### config.mk
export PLATFORM = sky130hd
export DESIGN_NAME = mwsd_sequencer
export DESIGN_NICKNAME = d
export VERILOG_FILES = /design/src/rtl/mwsd_pkg.sv /design/src/rtl/mwsd_sequencer.sv
export SDC_FILE = /design/constraint.sdc
export NUM_CORES = 1
export LEC_CHECK = 0
export ABC_AREA = 1
export BUFFER_PORTS_ARGS = -buffer_cell sky130_fd_sc_hd__buf_2
export CAP_MARGIN = 20
export CORE_AREA = 2 2 98 100
export CTS_CLUSTER_DIAMETER = 50
export CTS_CLUSTER_SIZE = 8
export DETAILED_ROUTE_END_ITERATION = 16
export DIE_AREA = 0 0 100 102
export PLACE_DENSITY = 0.86
export SETUP_SLACK_MARGIN = 0.4
export SYNTH_ARGS = -nofsm -noshare
export SYNTH_HDL_FRONTEND = slang
export SYNTH_SLANG_ARGS = --single-unit
export TNS_END_PERCENT = 100
### constraint.sdc
create_clock -name ref_clk_in -period 5.8 [get_ports ref_clk_in]
set_clock_uncertainty 0.15 [all_clocks]
set_input_delay 1.16 -clock ref_clk_in [delete_from_list [all_inputs] [get_ports ref_clk_in]]
set_output_delay 1.16 -clock ref_clk_in [all_outputs]
set_load 0.02 [all_outputs]
### src/rtl/mwsd_pkg.sv
// Package with constants and carrier types for the microword sequencer decode block.
package mwsd_pkg;

  // ****************************************
  // Microword field codes
  // ****************************************
  localparam logic [1:0] MWSD_CB_ZERO   = 2'h0;
  localparam logic [1:0] MWSD_CB_BYTE   = 2'h1;
  localparam logic [1:0] MWSD_CB_CONST  = 2'h2;
  localparam logic [1:0] MWSD_CB_DATA   = 2'h3;
  localparam logic [2:0] MWSD_CC_ADD    = 3'h0;
  localparam logic [2:0] MWSD_CC_ADDC   = 3'h1;
  localparam logic [2:0] MWSD_CC_AND    = 3'h2;
  localparam logic [2:0] MWSD_CC_OR     = 3'h3;
  localparam logic [2:0] MWSD_CC_ADDK   = 3'h4;
  localparam logic [2:0] MWSD_CC_ADDCK  = 3'h5;
  localparam logic [2:0] MWSD_CC_ADDSK  = 3'h6;
  localparam logic [2:0] MWSD_CC_XOR    = 3'h7;
  localparam logic [3:0] MWSD_CH_MODSET = 4'h8;
  localparam logic [3:0] MWSD_CL_ABUS   = 4'h6;
  localparam logic [3:0] MWSD_CS_DNZ    = 4'h6;
  localparam int         MWSD_ST_CARRY  = 3;
  localparam int         MWSD_ST_DNZ    = 2;
  localparam int         MWSD_ST_INDEX  = 1;

  // ****************************************
  // Register port map and reset values
  // ****************************************
  localparam logic [1:0] MWSD_REG_CTRL   = 2'h0;
  localparam logic [1:0] MWSD_REG_STATUS = 2'h1;
  localparam logic [1:0] MWSD_REG_ADDR   = 2'h2;
  localparam int         MWSD_CTRL_RUN   = 0;
  localparam logic [7:0] MWSD_CTRL_RST   = 8'h01;
  localparam logic [4:0] MWSD_W_RST      = 5'h00;
  localparam logic [7:0] MWSD_X_RST      = 8'h00;

  // One control-store word as it arrives from the read-only store.
  typedef struct packed {
    logic [5:0] next_address_field;
    logic [2:0] alu_function_field;
    logic       b_complement;
    logic [3:0] status_field;
    logic [3:0] high_branch_test;
    logic [3:0] low_branch_test;
    logic [1:0] b_bus_source_select;
    logic [7:0] constant_field;
    logic       module_set;
  } mwsd_word_type;

  // Fetch address with its parity bit.
  typedef struct packed {
    logic       address_parity_bit;
    logic [4:0] module_select;
    logic [7:0] word_select;
  } mwsd_addr_type;

endpackage

### src/rtl/mwsd_sequencer.sv
// Decode and next-address sequencer for one control-store microword per clock.
`timescale 1ns/1ps

// Functional notes
// - B-select code 2 puts constant on B
// - High code 8 plus module-set loads constant bits 0-4
// - Address parity makes module+word odd
// - Address is module digit then word digits
// - Module switch fetches from new module
// - Status statement changes one status bit only
// - High/low tests set word bits 1/0
// - Bits 1/0 forced 0, 1, or tested
// - Next-address bit 0 also feeds aux data
// - ALU function field picks one of eight
// - Low code 6 loads A bus for 256-way branch
module mwsd_sequencer
  import mwsd_pkg::*;
(
  input  wire logic          ref_clk_in,
  input  wire logic          rst_in,
  input  wire mwsd_word_type word_in,
  input  wire logic [7:0]    a_bus_in,
  input  wire logic [7:0]    byte_reg_in,
  input  wire logic [7:0]    data_reg_in,
  input  wire logic [7:0]    op_reg_in,
  input  wire logic [7:0]    tag_lines_in,
  input  wire logic          index_in,
  input  wire logic [1:0]    reg_addr_in,
  input  wire logic [7:0]    reg_wdata_in,
  input  wire logic          reg_write_in,
  input  wire logic          reg_read_in,
  output mwsd_addr_type      fetch_addr_out,
  output logic [7:0]         b_bus_out,
  output logic [7:0]         d_bus_out,
  output logic [7:0]         status_bits_out,
  output logic               aux_data_bit_out,
  output logic [7:0]         reg_rdata_out
);

  // ****************************************
  // Pin synchronisers
  // ****************************************
  logic [7:0] tag_s1_q, tag_s2_q, tag_s3_q, tag_q, tag_d;
  logic       idx_s1_q, idx_s2_q, idx_s3_q, idx_q, idx_d;

  // A tag or index change is accepted only once stages two and three agree.
  always_comb begin
    tag_d = tag_q;
    idx_d = idx_q;
    for (int i = 0; i < 8; i++) begin
      if (tag_s2_q[i] == tag_s3_q[i]) begin
        tag_d[i] = tag_s3_q[i];
      end
    end
    if (idx_s2_q == idx_s3_q) begin
      idx_d = idx_s3_q;
    end
  end

  // Synchroniser chain; the first stage feeds only the second.
  always_ff @(posedge ref_clk_in or posedge rst_in) begin
    if (rst_in) begin
      tag_s1_q <= 8'h00;
      tag_s2_q <= 8'h00;
      tag_s3_q <= 8'h00;
      tag_q    <= 8'h00;
      idx_s1_q <= 1'h0;
      idx_s2_q <= 1'h0;
      idx_s3_q <= 1'h0;
      idx_q    <= 1'h0;
    end else begin
      tag_s1_q <= tag_lines_in;
      tag_s2_q <= tag_s1_q;
      tag_s3_q <= tag_s2_q;
      tag_q    <= tag_d;
      idx_s1_q <= index_in;
      idx_s2_q <= idx_s1_q;
      idx_s3_q <= idx_s2_q;
      idx_q    <= idx_d;
    end
  end

  // ****************************************
  // B bus and ALU
  // ****************************************
  logic [7:0] b_bus, b_oper, alu_res;
  logic [8:0] sum;
  logic       cin, carry_op;

  // B source select; the constant field reaches the ALU only on code 2.
  always_comb begin
    unique case (word_in.b_bus_source_select)
      MWSD_CB_ZERO:  b_bus = 8'h00;
      MWSD_CB_BYTE:  b_bus = byte_reg_in;
      MWSD_CB_CONST: b_bus = word_in.constant_field;
      MWSD_CB_DATA:  b_bus = data_reg_in;
    endcase
  end

  logic [7:0] st_q, st_d;
  logic       co_q, co_d, dz_q, dz_d;

  // Eight functions; subtraction is the complemented B path with carry-in.
  always_comb begin
    b_oper   = word_in.b_complement ? ~b_bus : b_bus;
    cin      = 1'h0;
    carry_op = 1'h0;
    unique case (word_in.alu_function_field)
      MWSD_CC_ADD:   cin = 1'h0;
      MWSD_CC_ADDC:  cin = 1'h1;
      MWSD_CC_ADDK:  carry_op = 1'h1;
      MWSD_CC_ADDCK: begin
        cin      = 1'h1;
        carry_op = 1'h1;
      end
      MWSD_CC_ADDSK: begin
        cin      = st_q[MWSD_ST_CARRY];
        carry_op = 1'h1;
      end
      default:       cin = 1'h0;
    endcase
    sum = {1'h0, a_bus_in} + {1'h0, b_oper} + {8'h00, cin};
    unique case (word_in.alu_function_field)
      MWSD_CC_AND: alu_res = a_bus_in & b_oper;
      MWSD_CC_OR:  alu_res = a_bus_in | b_oper;
      MWSD_CC_XOR: alu_res = a_bus_in ^ b_oper;
      default:     alu_res = sum[7:0];
    endcase
  end

  // ****************************************
  // Status register and condition latches
  // ****************************************
  logic [7:0] ctrl_q, ctrl_d;
  logic       run;
  logic [3:0] cs;

  assign run = ctrl_q[MWSD_CTRL_RUN];
  assign cs  = word_in.status_field;

  // Carry capture comes first so that an explicit status statement wins on bit 3.
  always_comb begin
    st_d = st_q;
    co_d = co_q;
    dz_d = dz_q;
    if (run) begin
      dz_d = (alu_res == 8'h00);
      if (word_in.alu_function_field != MWSD_CC_AND &&
          word_in.alu_function_field != MWSD_CC_OR &&
          word_in.alu_function_field != MWSD_CC_XOR) begin
        co_d = sum[8];
      end
      if (carry_op) begin
        st_d[MWSD_ST_CARRY] = sum[8];
      end
      unique case (cs)
        4'h1: st_d[0] = 1'h0;
        4'h2: st_d[0] = 1'h1;
        4'h3: st_d[1] = 1'h0;
        4'h4: st_d[1] = 1'h1;
        4'h5: st_d[2] = 1'h0;
        MWSD_CS_DNZ: st_d[MWSD_ST_DNZ] = st_q[MWSD_ST_DNZ] | (alu_res != 8'h00);
        4'h7: st_d[3] = 1'h0;
        4'h8: st_d[3] = 1'h1;
        4'h9: st_d[4] = 1'h0;
        4'hA: st_d[5] = 1'h0;
        4'hB: st_d[5] = 1'h1;
        4'hC: st_d[6] = 1'h0;
        4'hD: st_d[6] = 1'h1;
        4'hE: st_d[7] = 1'h0;
        4'hF: st_d[7] = 1'h1;
        default: st_d = st_d;
      endcase
    end
  end

  // ****************************************
  // Branch tests and next address
  // ****************************************
  logic       hi_bit, lo_bit;
  logic [4:0] w_q, w_d;
  logic [7:0] x_q, x_d;
  logic       aux_q, aux_d;

  // High test drives word bit 1; codes 0, 1 and 8 force the bit.
  always_comb begin
    unique case (word_in.high_branch_test)
      4'h0:    hi_bit = 1'h0;
      4'h1:    hi_bit = 1'h1;
      4'h2:    hi_bit = st_q[0];
      4'h3:    hi_bit = op_reg_in[1];
      4'h4:    hi_bit = st_q[2];
      4'h5:    hi_bit = st_q[4];
      4'h6:    hi_bit = st_q[6];
      4'h7:    hi_bit = tag_q[7];
      4'h8:    hi_bit = 1'h0;
      4'h9:    hi_bit = co_q;
      4'hA:    hi_bit = tag_q[2];
      4'hB:    hi_bit = tag_q[4];
      4'hC:    hi_bit = tag_q[6];
      4'hD:    hi_bit = op_reg_in[7];
      4'hE:    hi_bit = op_reg_in[5];
      4'hF:    hi_bit = op_reg_in[3];
    endcase
  end

  // Low test drives word bit 0; index only counts once status bit 1 allows it.
  always_comb begin
    unique case (word_in.low_branch_test)
      4'h0:    lo_bit = 1'h0;
      4'h1:    lo_bit = 1'h1;
      4'h2:    lo_bit = st_q[3];
      4'h3:    lo_bit = st_q[5];
      4'h4:    lo_bit = st_q[7];
      4'h5:    lo_bit = dz_q;
      4'h8:    lo_bit = tag_q[1];
      4'h9:    lo_bit = tag_q[3];
      4'hA:    lo_bit = tag_q[5];
      4'hB:    lo_bit = op_reg_in[6];
      4'hC:    lo_bit = op_reg_in[4];
      4'hD:    lo_bit = op_reg_in[2];
      4'hE:    lo_bit = idx_q & st_q[MWSD_ST_INDEX];
      4'hF:    lo_bit = op_reg_in[0];
      default: lo_bit = 1'h0;
    endcase
  end

  // While run is set, word select takes the next-address field and both test results, or the A bus on low code 6.
  always_comb begin
    w_d   = w_q;
    x_d   = x_q;
    aux_d = aux_q;
    if (run) begin
      x_d   = {word_in.next_address_field, hi_bit, lo_bit};
      aux_d = word_in.next_address_field[0];
      if (word_in.low_branch_test == MWSD_CL_ABUS) begin
        x_d = a_bus_in;
      end
      if (word_in.high_branch_test == MWSD_CH_MODSET && word_in.module_set) begin
        w_d = word_in.constant_field[4:0];
      end
    end
  end

  // ****************************************
  // Register port
  // ****************************************
  logic [7:0] rdata_d, rdata_q;

  // Control writes steer the run bit; reads show status and the fetch address.
  always_comb begin
    ctrl_d  = ctrl_q;
    rdata_d = 8'h00;
    if (reg_write_in && reg_addr_in == MWSD_REG_CTRL) begin
      ctrl_d = reg_wdata_in;
    end
    if (reg_read_in) begin
      unique case (reg_addr_in)
        MWSD_REG_CTRL:   rdata_d = ctrl_q;
        MWSD_REG_STATUS: rdata_d = st_q;
        MWSD_REG_ADDR:   rdata_d = x_q;
        default:         rdata_d = {2'h0, fetch_addr_out.address_parity_bit, w_q};
      endcase
    end
  end

  // All state except the pin synchronisers; the parity flop follows the address it covers.
  always_ff @(posedge ref_clk_in or posedge rst_in) begin
    if (rst_in) begin
      st_q    <= 8'h00;
      co_q    <= 1'h0;
      dz_q    <= 1'h0;
      w_q     <= MWSD_W_RST;
      x_q     <= MWSD_X_RST;
      aux_q   <= 1'h0;
      ctrl_q  <= MWSD_CTRL_RST;
      rdata_q <= 8'h00;
      fetch_addr_out <= '{1'h1, MWSD_W_RST, MWSD_X_RST};
      b_bus_out <= 8'h00;
      d_bus_out <= 8'h00;
    end else begin
      st_q    <= st_d;
      co_q    <= co_d;
      dz_q    <= dz_d;
      w_q     <= w_d;
      x_q     <= x_d;
      aux_q   <= aux_d;
      ctrl_q  <= ctrl_d;
      rdata_q <= rdata_d;
      fetch_addr_out <= '{~^{w_d, x_d}, w_d, x_d};
      b_bus_out <= b_bus;
      d_bus_out <= alu_res;
    end
  end

  assign status_bits_out  = st_q;
  assign aux_data_bit_out = aux_q;
  assign reg_rdata_out    = rdata_q;
endmodule

==> results of run 1 <==
==> through the flow <==
step	hold slack, ns	power [mW]	util, %	instance area [sq um]
5_1_grt	0.213	1.93	66.1	6020
6_report	0.204	1.82	66.1	6020
2_1_floorplan	0.181	1.18	-	5070
3_3_place_gp	0.182	1.35	63.6	5800
3_5_place_dp	0.185	1.38	63.6	5800
4_1_cts	0.206	1.82	65.9	6000
==> cell usage after synthesis <==
cell type,n
and2_1,3
nor2_8,1
conb_1,1
mux2_2,8
or2_1,1
o2111ai_1,2
buf_1,1
a31o_2,1
o21ai_2,1
nor2_4,4
o21ai_0,13
o31ai_1,1
nand3b_1,6
xor2_1,11
nand2_2,9
o22ai_1,3
clkbuf_1,1
dfrtp_1,86
nor2_2,3
o21ai_1,3
dfstp_2,2
fa_1,2
nand3_1,64
inv_2,6
buf_4,3
o211ai_1,3
nor2_1,29
buf_2,4
or2_2,4
buf_6,3
nand3_2,3
inv_4,1
maj3_1,8
ha_1,16
nand2_4,6
o21bai_1,1
nand2_1,212
a21oi_1,19
o221ai_1,1
inv_1,82
nor3_1,3
a41oi_1,1
nand4_1,9
o21a_1,3
==> kinds of logic (layout without fill, tap and decap cells) <==
kind of cell               count (synthesis)  count (layout)
AOI/OAI and AO/OA                         52              52
and+or+nand+nor                          357             357
buffers and inverters                    101             239
muxes                                      8               8
xor gates and xnor gates                  11              11
other                                      1               1
DFF                                       88              88
adders and majority gates                 26              26
==> layer usage <==
metal	track usage (%)	share of wire [%]
met4	10.9	2.6
met5	0	0
met1	34.3	41
met3	3.69	7.2
met2	47.9	49
==> registers in the layout, summed over array words and instances, names as in the netlist, 7 cells and up <==
name             cells
b_bus_out            8
ctrl_q               8
d_bus_out            8
reg_rdata_out        8
x_q                  8
status_bits_out      7
tag_q                7
tag_s1_q             7
tag_s2_q             7
tag_s3_q             7
==> area by class of cell <==
class,instances,area (sq um)
Tap cell,111,139
Timing Repair Buffer,134,688
Sequential cell,88,2200
Inverter,89,338
Multi-Input combinational cell,455,2450
Fill cell,771,3080
Clock inverter,7,85.1
Clock buffer,9,124
==> path summary, 6_finish.rpt <==
path	start	end	slack (ns)	depth (start not counted)
min in group asynchronous	rst_in	status_bits_out[7]$_DFFE_PP0P_	0.62	2
max in group asynchronous	rst_in	fetch_addr_out[13]$_DFF_PP1_	4.09	3
hold reg to reg	tag_s1_q[6]$_DFF_PP0_	tag_s2_q[6]$_DFF_PP0_	0.20	0
setup reg to reg	status_bits_out[3]$_DFFE_PP0P_	status_bits_out[2]$_DFFE_PP0P_	2.87	14
setup / recovery	word_in[10]	status_bits_out[2]$_DFFE_PP0P_	1.75	18
hold / removal	tag_s1_q[6]$_DFF_PP0_	tag_s2_q[6]$_DFF_PP0_	0.20	0
==> where the power goes <==
group / internal [mW] / total, mW / switching [mW]
Clock: 0.208 / 0.444 / 0.237
Sequential: 0.706 / 0.780 / 0.0743
Combinational: 0.212 / 0.596 / 0.385
==> worst reg2reg max path, cell delays in order, from the launching register on <==
cell     delay (ns)
dfrtp_1        0.48
a41oi_1        0.36
fa_1           0.23
inv_1          0.07
fa_1           0.42
nand3_1        0.11
nand2_1        0.07
xor2_1         0.14
nand2_1        0.05
and2_1         0.13
nand2_1        0.05
nor2_1         0.14
nand3_1        0.18
a21oi_1        0.18
nor2_1         0.05
==> results.py, run 1 <==
metrics = {
    "logic_synthesis": {
        "yosys.area.top_type_share_pct": 42.4,
        "syn-num-nets": 750,
        "yosysUniqueCellTypes": 44,
        "synth_compound_area_share_pct": 6.04,
        "synth_area_sq_mm": 0.00507,
        "ys_top_cells_by_area": "dfrtp_1, nand2_1, nand3_1",
        "synth_warnings": 0,
        "synth_xor_area_share_pct": 1.90,
        "synth_adder_area_share_pct": 6.32,
        "yosysSeqAreaShare_pct": 43.5,
        "synth_mux_area_share_pct": 1.78,
        "synth.avg_cell_area_sq_um": 7.87,
        "synth_top_family_by_area": "simple AND/OR/NAND/NOR gates",
        "synthSimpleGateAreaFrac_pct": 32.1,
        "post-synth-top-area-cell": "dfrtp_1",
        "ys_seq_elements": 88,
        "synth_cells": 644,
    },
    "floorplanning": {
        "dieHeight_um": 102,
        "die_area_sq_mm": 0.0102,
        "die_width_um": 100,
        "initial_core_util_pct": 55.7,
        "rows": 35,
        "pin_count": 135,
        "core-area_sq_mm": 0.00911,
    },
    "worst_setup_path": {
        "timing.critical_path.mode_cell": "nor2_1",
        "critPathCaptureType": "register",
        "crit_family": "simple AND/OR/NAND/NOR gates",
        "cp_num_buf_inv": 4,
        "path_cells": "buf_2 > inv_1 > nor2_1 > nand2_1 > nand3_1 > xor2_1 > inv_1 > fa_1 > inv_1 > fa_1 > nand2_1 > nand3_1 > nor2_1 > nand2_1 > nor2_1 > nand3_1 > a21oi_1 > nor2_1",
        "cp_data_arrival_time_ns": 4.16,
        "worstPathRequired_ns": 5.91,
        "crit_fanout": 8,
        "worst-setup-path-type": "primary input to register",
        "critPathSlowestCell": "fa_1",
        "cp_slowest_stage_delay_ns": 0.42,
        "start_kind": "primary input",
    },
    "final_layout": {
        "layout_common_cells": "nand2_1, buf_2, dfrtp_1",
        "fin_cells": 893,
        "areaGrowthSynthToFinish_pct": 18.8,
        "final_common_cell": "nand2_1",
        "antenna_cells": 0,
        "num-nets-final": 883,
        "drive_gt1_share_pct": 25.6,
    },
    "clock_network": {
        "ctsResizeCount": 0,
        "clk_latency_ns": 0.37,
        "cts_max_path_buffers": 2,
        "cts_tree": "yes",
        "clock-sinks": 88,
        "cts_max_level": 3,
        "clk_pin_slew_ns": 0.09,
        "cts_made_buffers": 9,
        "post-cts-setup-buffers": 0,
        "hold_buffers": 0,
        "cts-root-buf": "clkbuf_8",
    },
    "timing": {
        "max_freq_ghz": 0.247,
        "tns_ns": 0,
        "slew_viol_final": 0,
        "min_period_ns": 4.05,
        "maxSlewHeadroom_pct": 59.5,
        "rsz0062_at_grt": "false",
        "worst_slack_ns": 1.75,
        "setup_viol": 0,
        "finalCritPeriodShare_pct": 69.8,
        "finalHoldViolations": 0,
        "tightest_slew_ns": 0.605,
    },
    "route": {
        "drc": 0,
        "wirelength_um": 13400,
        "wl_per_cell_um": 15.0,
        "vias": 4863,
        "ant_nets": 0,
        "drtPass1Iterations": 5,
        "via_per_inst": 5.45,
        "first_iter_violations": 317,
    },
    "run": {
        "drv_cap": 0,
    },
    "placement": {
        "dp_worst_setup_slack_ns": 1.41,
        "portBuffers": 132,
        "dp.cells": 876,
        "hpwl_um": 10600,
        "gp_congestion": 0.918,
    },
    "pwr": {
        "ir_drop_mv": 0.149,
        "p_leak_nw": 3.40,
        "powerDensity_mw_per_mm2": 302,
    },
    "global_route": {
        "grt_pass1_wl_um": 21700,
        "grt_pass1_vias": 4637,
        "grt_overflow": 0,
        "grt.total_usage_pct": 27.2,
        "antenna_found_initial": 0,
        "grt_max_degree": 60,
    },
    "hold_path": {
        "hp-class": "register to register",
    },
    "outcome": {
        "status": "finished, final reports clean",
    },
}
No activity file was read; power rests on OpenSTA's default activity.
==> inputs of run 2 (changes only) <==
- ABC_AREA: 1 -> 0
- CORE_AREA: 2 2 98 100 -> 2 2 102 104
- DIE_AREA: 0 0 100 102 -> 0 0 104 106
- PLACE_DENSITY: 0.86 -> 0.78
- clock period: 5.8 -> 3.4 ns (I/O delays scaled with it)
==> run 2 against run 1 <==
  * The run now ends with setup timing left
  * Global-route usage is 4.8 points lower
  * Synthesized area fell by 9.5%
  * Count of clock-buffer cells in the layout unchanged
  * Setup slack worse by 2.0 ns
  * Die area rose by 8.1%
  * Sequential share of layout area decreased by 0.69 points
  * Routed wire length fell by 11%
  * Clock power increased by 86%
  * Via count shrank 23%
  * First-iteration DRC count shrank 41%
  * Register-to-register slack got worse by 2.6 ns
  * Non-clock buffer count up 53
==> results.py, run 2 <==
metrics = {
    "outcome": {
        "status": "complete, but fails checks",
        "violations": "setup timing",
    },
    "clock_network": {
        "clk_pin_slew_ns": 0.10,
        "cts-root-buf": "clkbuf_8",
        "cts_max_level": 3,
        "cts_made_buffers": 9,
        "clock-sinks": 88,
        "cts_tree": "yes",
        "cts_max_path_buffers": 2,
        "clk_latency_ns": 0.38,
    },
    "placement": {
        "dpl_cell_area_sq_mm": 0.00572,
        "portBuffers": 132,
        "hpwl_um": 9470,
        "gp_congestion": 0.896,
        "dp.cells": 695,
        "dp_worst_setup_slack_ns": -0.638,
    },
    "worst_setup_path": {
        "cp_data_arrival_time_ns": 3.83,
        "r2r-start": "status_bits_out[3]$_DFFE_PP0P_",
        "rrSetupSlack_ns": 0.29,
        "crit_fanout": 4,
        "worstPathRequired_ns": 3.57,
        "worst-r2r-cell-count": 13,
        "worst-setup-path-type": "primary input to register",
        "reg2reg_to": "dz_q$_DFFE_PP0P_",
        "start_kind": "primary input",
        "critPathCaptureType": "register",
    },
    "global_route": {
        "grt_pass1_vias": 3881,
        "grt_overflow": 0,
        "antenna_found_initial": 0,
        "grt_max_degree": 68,
        "grt_pass1_wl_um": 19200,
        "grt.total_usage_pct": 22.5,
    },
    "timing": {
        "max_freq_ghz": 0.273,
        "slew_viol_final": 0,
        "rsz0062_at_grt": "true",
        "min_period_ns": 3.66,
        "finalHoldViolations": 0,
        "tns_ns": -0.495,
        "finalCritPeriodShare_pct": 108,
        "worst_slack_ns": -0.260,
        "setup_viol": 2,
        "worst_hold_slack_ns": 0.168,
    },
    "final_layout": {
        "fin_area_sq_mm": 0.00614,
        "antenna_cells": 0,
        "final_common_cell": "buf_2",
        "layout_common_cells": "buf_2, dfrtp_1, buf_4",
        "num-nets-final": 684,
        "fin_cells": 719,
        "utilization_pct": 61.4,
        "drive_gt1_share_pct": 45.5,
        "areaGrowthSynthToFinish_pct": 33.7,
    },
    "pwr": {
        "ir_drop_mv": 0.270,
        "powerDensity_mw_per_mm2": 560,
        "p_leak_nw": 2.98,
        "power_mw": 3.44,
    },
    "logic_synthesis": {
        "post-synth-top-area-cell": "dfrtp_1",
        "synth_cells": 399,
        "synth_mux_area_share_pct": 14.0,
        "yosysUniqueCellTypes": 63,
        "synthSimpleGateAreaFrac_pct": 9.27,
        "ys_top_cells_by_area": "dfrtp_1, mux4_2, ha_1",
        "ys_seq_elements": 88,
        "synth.avg_cell_area_sq_um": 11.5,
        "synth_xor_area_share_pct": 5.23,
        "syn-num-nets": 505,
        "synth_area_sq_mm": 0.00459,
        "async_reset_ff_share_pct": 100,
        "ys.flop_type": "dfrtp_1",
        "synth_edf_count": 0,
        "synth_most_common_cell": "dfrtp_1",
        "synth_adder_area_share_pct": 6.98,
        "synthTopCellsByCount": "dfrtp_1, inv_1, nor2_1",
        "yosys.area.top_type_share_pct": 46.9,
        "synth_warnings": 0,
        "synth_compound_area_share_pct": 12.2,
        "yosysSeqAreaShare_pct": 48.0,
        "synth_top_family_by_area": "multiplexers",
    },
    "floorplanning": {
        "initial_core_util_pct": 45.9,
        "rows": 37,
        "die_area_sq_mm": 0.0110,
        "pin_count": 135,
        "dieHeight_um": 106,
        "core-area_sq_mm": 0.0100,
        "die_width_um": 104,
    },
    "route": {
        "ant_nets": 0,
        "via_per_inst": 5.21,
        "drtPass1Iterations": 4,
        "first_iter_violations": 188,
        "drc": 0,
        "vias": 3745,
        "wl_per_cell_um": 16.7,
        "wirelength_um": 12000,
    },
    "hold_path": {
        "hp-class": "primary input to asynchronous set/reset pin",
    },
    "run": {
        "drv_cap": 0,
    },
}
## run 2: layer usage
| metal | global-route usage, % | vias up | share of wire, % |
|---|---|---|---|
| met5 | 0 | - | 0 |
| met4 | 8.11 | 0 | 2.1 |
| met3 | 6.99 | 17 | 7.5 |
| met2 | 37.9 | 127 | 49 |
| met1 | 27.3 | 1840 | 41 |
| li1 | - | 1761 | - |
## run 2: cell families after synthesis
family	Yosys count
AO/OA/AOI/OAI	82
AND/OR/NAND/NOR	82
flip-flops	88
other	1
XOR/XNOR	25
multiplexers	48
buffers and inverters	47
adder cells (fa/ha/maj)	26
## run 2: area by class of cell
class,instances,area (sq um)
clock inverter,7,101
timing repair buffer,187,1100
tap,136,170
clock buffer,9,124
fill,831,3860
sequential,88,2200
multi-input combinational,264,2330
inverter,28,109
## run 2: timing repair
action,in CTS,in global routing
buffers inserted,4,4
resized for setup,6,18
pin swaps,4,11
hold buffers,0,0
endpoints found under the setup margin,7,8
## run 2: where the power goes
part / internal [mW] / switching [mW] / total [mW]
combinational: 0.621 / 0.648 / 1.27
clock: 0.423 / 0.402 / 0.825
sequential: 1.22 / 0.124 / 1.34
## run 2: critical path, stage by stage
cell       delay (ns)
buf_8            0.10
mux2_4           0.29
a22o_4           0.23
xor2_2           0.18
inv_2            0.07
fa_2             0.41
inv_2            0.07
fa_2             0.20
a21oi_2          0.06
o21ai_2          0.14
a21oi_1          0.08
o21bai_1         0.15
a221o_1          0.34
nand4bb_4        0.22
nor4_4           0.30
buf_4            0.16
mux2_2           0.13
## run 2: worst max-delay path by stage
stage                           start               end  depth (start not counted)
after CTS                 word_in[10]  dz_q$_DFFE_PP0P_                         17
final                     word_in[10]  dz_q$_DFFE_PP0P_                         17
after floorplan           word_in[10]  dz_q$_DFFE_PP0P_                         17
after global routing      word_in[10]  dz_q$_DFFE_PP0P_                         17
after detailed placement  word_in[10]  dz_q$_DFFE_PP0P_                         16
after global placement    word_in[10]  dz_q$_DFFE_PP0P_                         17
==> inputs of run 3 (changes only) <==
- ABC_AREA: 0 -> default
- CORE_AREA: 2 2 102 104 -> 2 2 114 94
- DIE_AREA: 0 0 104 106 -> 0 0 116 96
- PLACE_DENSITY: 0.78 -> 0.75
==> run 3 against run 2 <==
  * Routed wire length is 5.5% higher
  * The run still ends with setup timing left
  * Die area up 1.0%
  * Final area up 1.9%
  * Sequential share of layout area shrank 0.66 points
  * Core utilization grew 1.2 points
  * Via count grew 3.9%
==> results.py, run 3 (synthesis gave the netlist of run 2 again) <==
metrics = {
    "outcome": {
        "status": "complete, but fails checks",
        "violations": "setup timing",
    },
    "worst_setup_path": {
        "worst-setup-path-type": "primary input to register",
        "reg2reg_to": "dz_q$_DFFE_PP0P_",
        "rrSetupSlack_ns": 0.17,
        "r2r-start": "status_bits_out[3]$_DFFE_PP0P_",
        "critPathCaptureType": "register",
        "cp_data_arrival_time_ns": 3.82,
        "start_kind": "primary input",
        "crit_fanout": 4,
        "worstPathRequired_ns": 3.53,
        "worst-r2r-cell-count": 13,
    },
    "floorplanning": {
        "die_width_um": 116,
        "dieHeight_um": 96,
        "core-area_sq_mm": 0.00999,
        "rows": 33,
        "die_area_sq_mm": 0.0111,
        "initial_core_util_pct": 45.9,
        "pin_count": 135,
    },
    "clock_network": {
        "hold_buffers": 0,
        "clock-sinks": 88,
        "clk_pin_slew_ns": 0.07,
        "cts_max_path_buffers": 2,
        "cts_tree": "yes",
        "clk_latency_ns": 0.34,
        "cts_made_buffers": 9,
        "cts_max_level": 3,
        "cts-root-buf": "clkbuf_16",
    },
    "final_layout": {
        "utilization_pct": 62.6,
        "antenna_cells": 0,
        "fin_cells": 724,
        "final_common_cell": "buf_2",
        "layout_common_cells": "buf_2, dfrtp_1, buf_4",
        "num-nets-final": 685,
        "fillers": 819,
        "drive_gt1_share_pct": 46.1,
        "areaGrowthSynthToFinish_pct": 36.2,
    },
    "pwr": {
        "pwr-share-comb_pct": 36.1,
        "p_leak_nw": 3.02,
        "switching_share_pct": 34.5,
        "power_switching_mw": 1.25,
        "power_frac_seq_pct": 37.3,
        "internal_power_mw": 2.36,
        "powerDensity_mw_per_mm2": 577,
        "ir_drop_mv": 0.270,
        "clkPwrFrac_pct": 26.6,
    },
    "run": {
        "drv_cap": 0,
    },
    "global_route": {
        "grt_overflow": 0,
        "grt_pass1_wl_um": 20100,
        "grt.total_usage_pct": 23.9,
        "grt_pass1_vias": 3975,
        "antenna_found_initial": 0,
        "grt_max_degree": 46,
    },
    "hold_path": {
        "hp-class": "primary input to asynchronous set/reset pin",
    },
    "timing": {
        "setup_viol": 4,
        "finalCritPeriodShare_pct": 109,
        "slew_viol_final": 0,
        "max_freq_ghz": 0.271,
        "rsz0062_at_grt": "true",
        "worst_hold_slack_ns": 0.0754,
        "min_period_ns": 3.69,
        "finalHoldViolations": 0,
        "worst_slack_ns": -0.290,
    },
    "placement": {
        "portBuffers": 132,
        "gp_congestion": 0.975,
        "hpwl_um": 9570,
        "dp_worst_setup_slack_ns": -0.666,
        "dp.cells": 699,
    },
    "route": {
        "ant_nets": 0,
        "drc": 0,
        "wl_per_cell_um": 17.5,
        "first_iter_violations": 282,
        "vias": 3890,
        "top_layer": "met4",
        "routed-wl-met2_um": 5880,
        "drtPass1Iterations": 6,
        "wirelength_um": 12600,
        "met3_length_um": 953,
        "wirelength_met1_um": 5480,
        "via_per_inst": 5.37,
    },
}
## run 3: cell type report
cell class / count / area (sq um) / area share (%)
clock buffer: 9 / 225 / 3.60
clock inverter: 7 / 61.3 / 0.980
inverter: 28 / 109 / 1.74
multi-input combinational: 264 / 2350 / 37.6
sequential: 88 / 2200 / 35.2
tap: 140 / 175 / 2.80
timing repair buffer: 188 / 1130 / 18.0
## run 3: critical path: stages
cell       delay (ns)
buf_8            0.10
mux2_4           0.29
a22o_4           0.24
xor2_4           0.15
inv_2            0.07
fa_2             0.39
inv_2            0.07
fa_2             0.21
a21oi_2          0.06
o21ai_2          0.13
a21oi_1          0.08
o21bai_1         0.16
a221o_1          0.37
nand4bb_4        0.22
nor4_4           0.39
mux2_4           0.21
## run 3: worst max path at each step
stage / from / end / depth (start not counted)
floorplan: word_in[10] / dz_q$_DFFE_PP0P_ / 17
global placement: word_in[10] / dz_q$_DFFE_PP0P_ / 16
detailed placement: word_in[10] / dz_q$_DFFE_PP0P_ / 16
CTS: word_in[10] / dz_q$_DFFE_PP0P_ / 16
global route: word_in[10] / dz_q$_DFFE_PP0P_ / 16
finish: word_in[10] / dz_q$_DFFE_PP0P_ / 16
## run 3: timing repair
action | CTS | global route
setup buffers | 6 | 2
resized for setup | 17 | 13
pin swaps | 8 | 11
setup endpoints to repair | 9 | 9
## run 3: power by group through the flow
stage	registers (mW)	logic (mW)	clock network (mW)
after global routing	1.36	1.42	1.03
after CTS	1.34	1.25	0.978
after detailed placement	1.36	1.20	0
final	1.35	1.30	0.962
after global placement	1.35	1.16	0
after floorplan	1.47	0.639	0
## run 3: per-stage QoR
stage	setup TNS, ns	cell area (sq um)	power (mW)
global route	-1.12	6250	3.81
detailed placement	-2.60	5720	2.56
floorplan	-0.809	4640	2.11
CTS	-0.177	6150	3.57
global placement	-1.80	5720	2.52
finish	-0.568	6250	3.61
## run 3: layer usage
| layer | GRT usage, % | vias to the layer above |
|---|---|---|
| met3 | 4.97 | 33 |
| met4 | 8.23 | 0 |
| met1 | 32.3 | 1902 |
| met5 | 0 | - |
| met2 | 38.7 | 188 |
| li1 | - | 1767 |
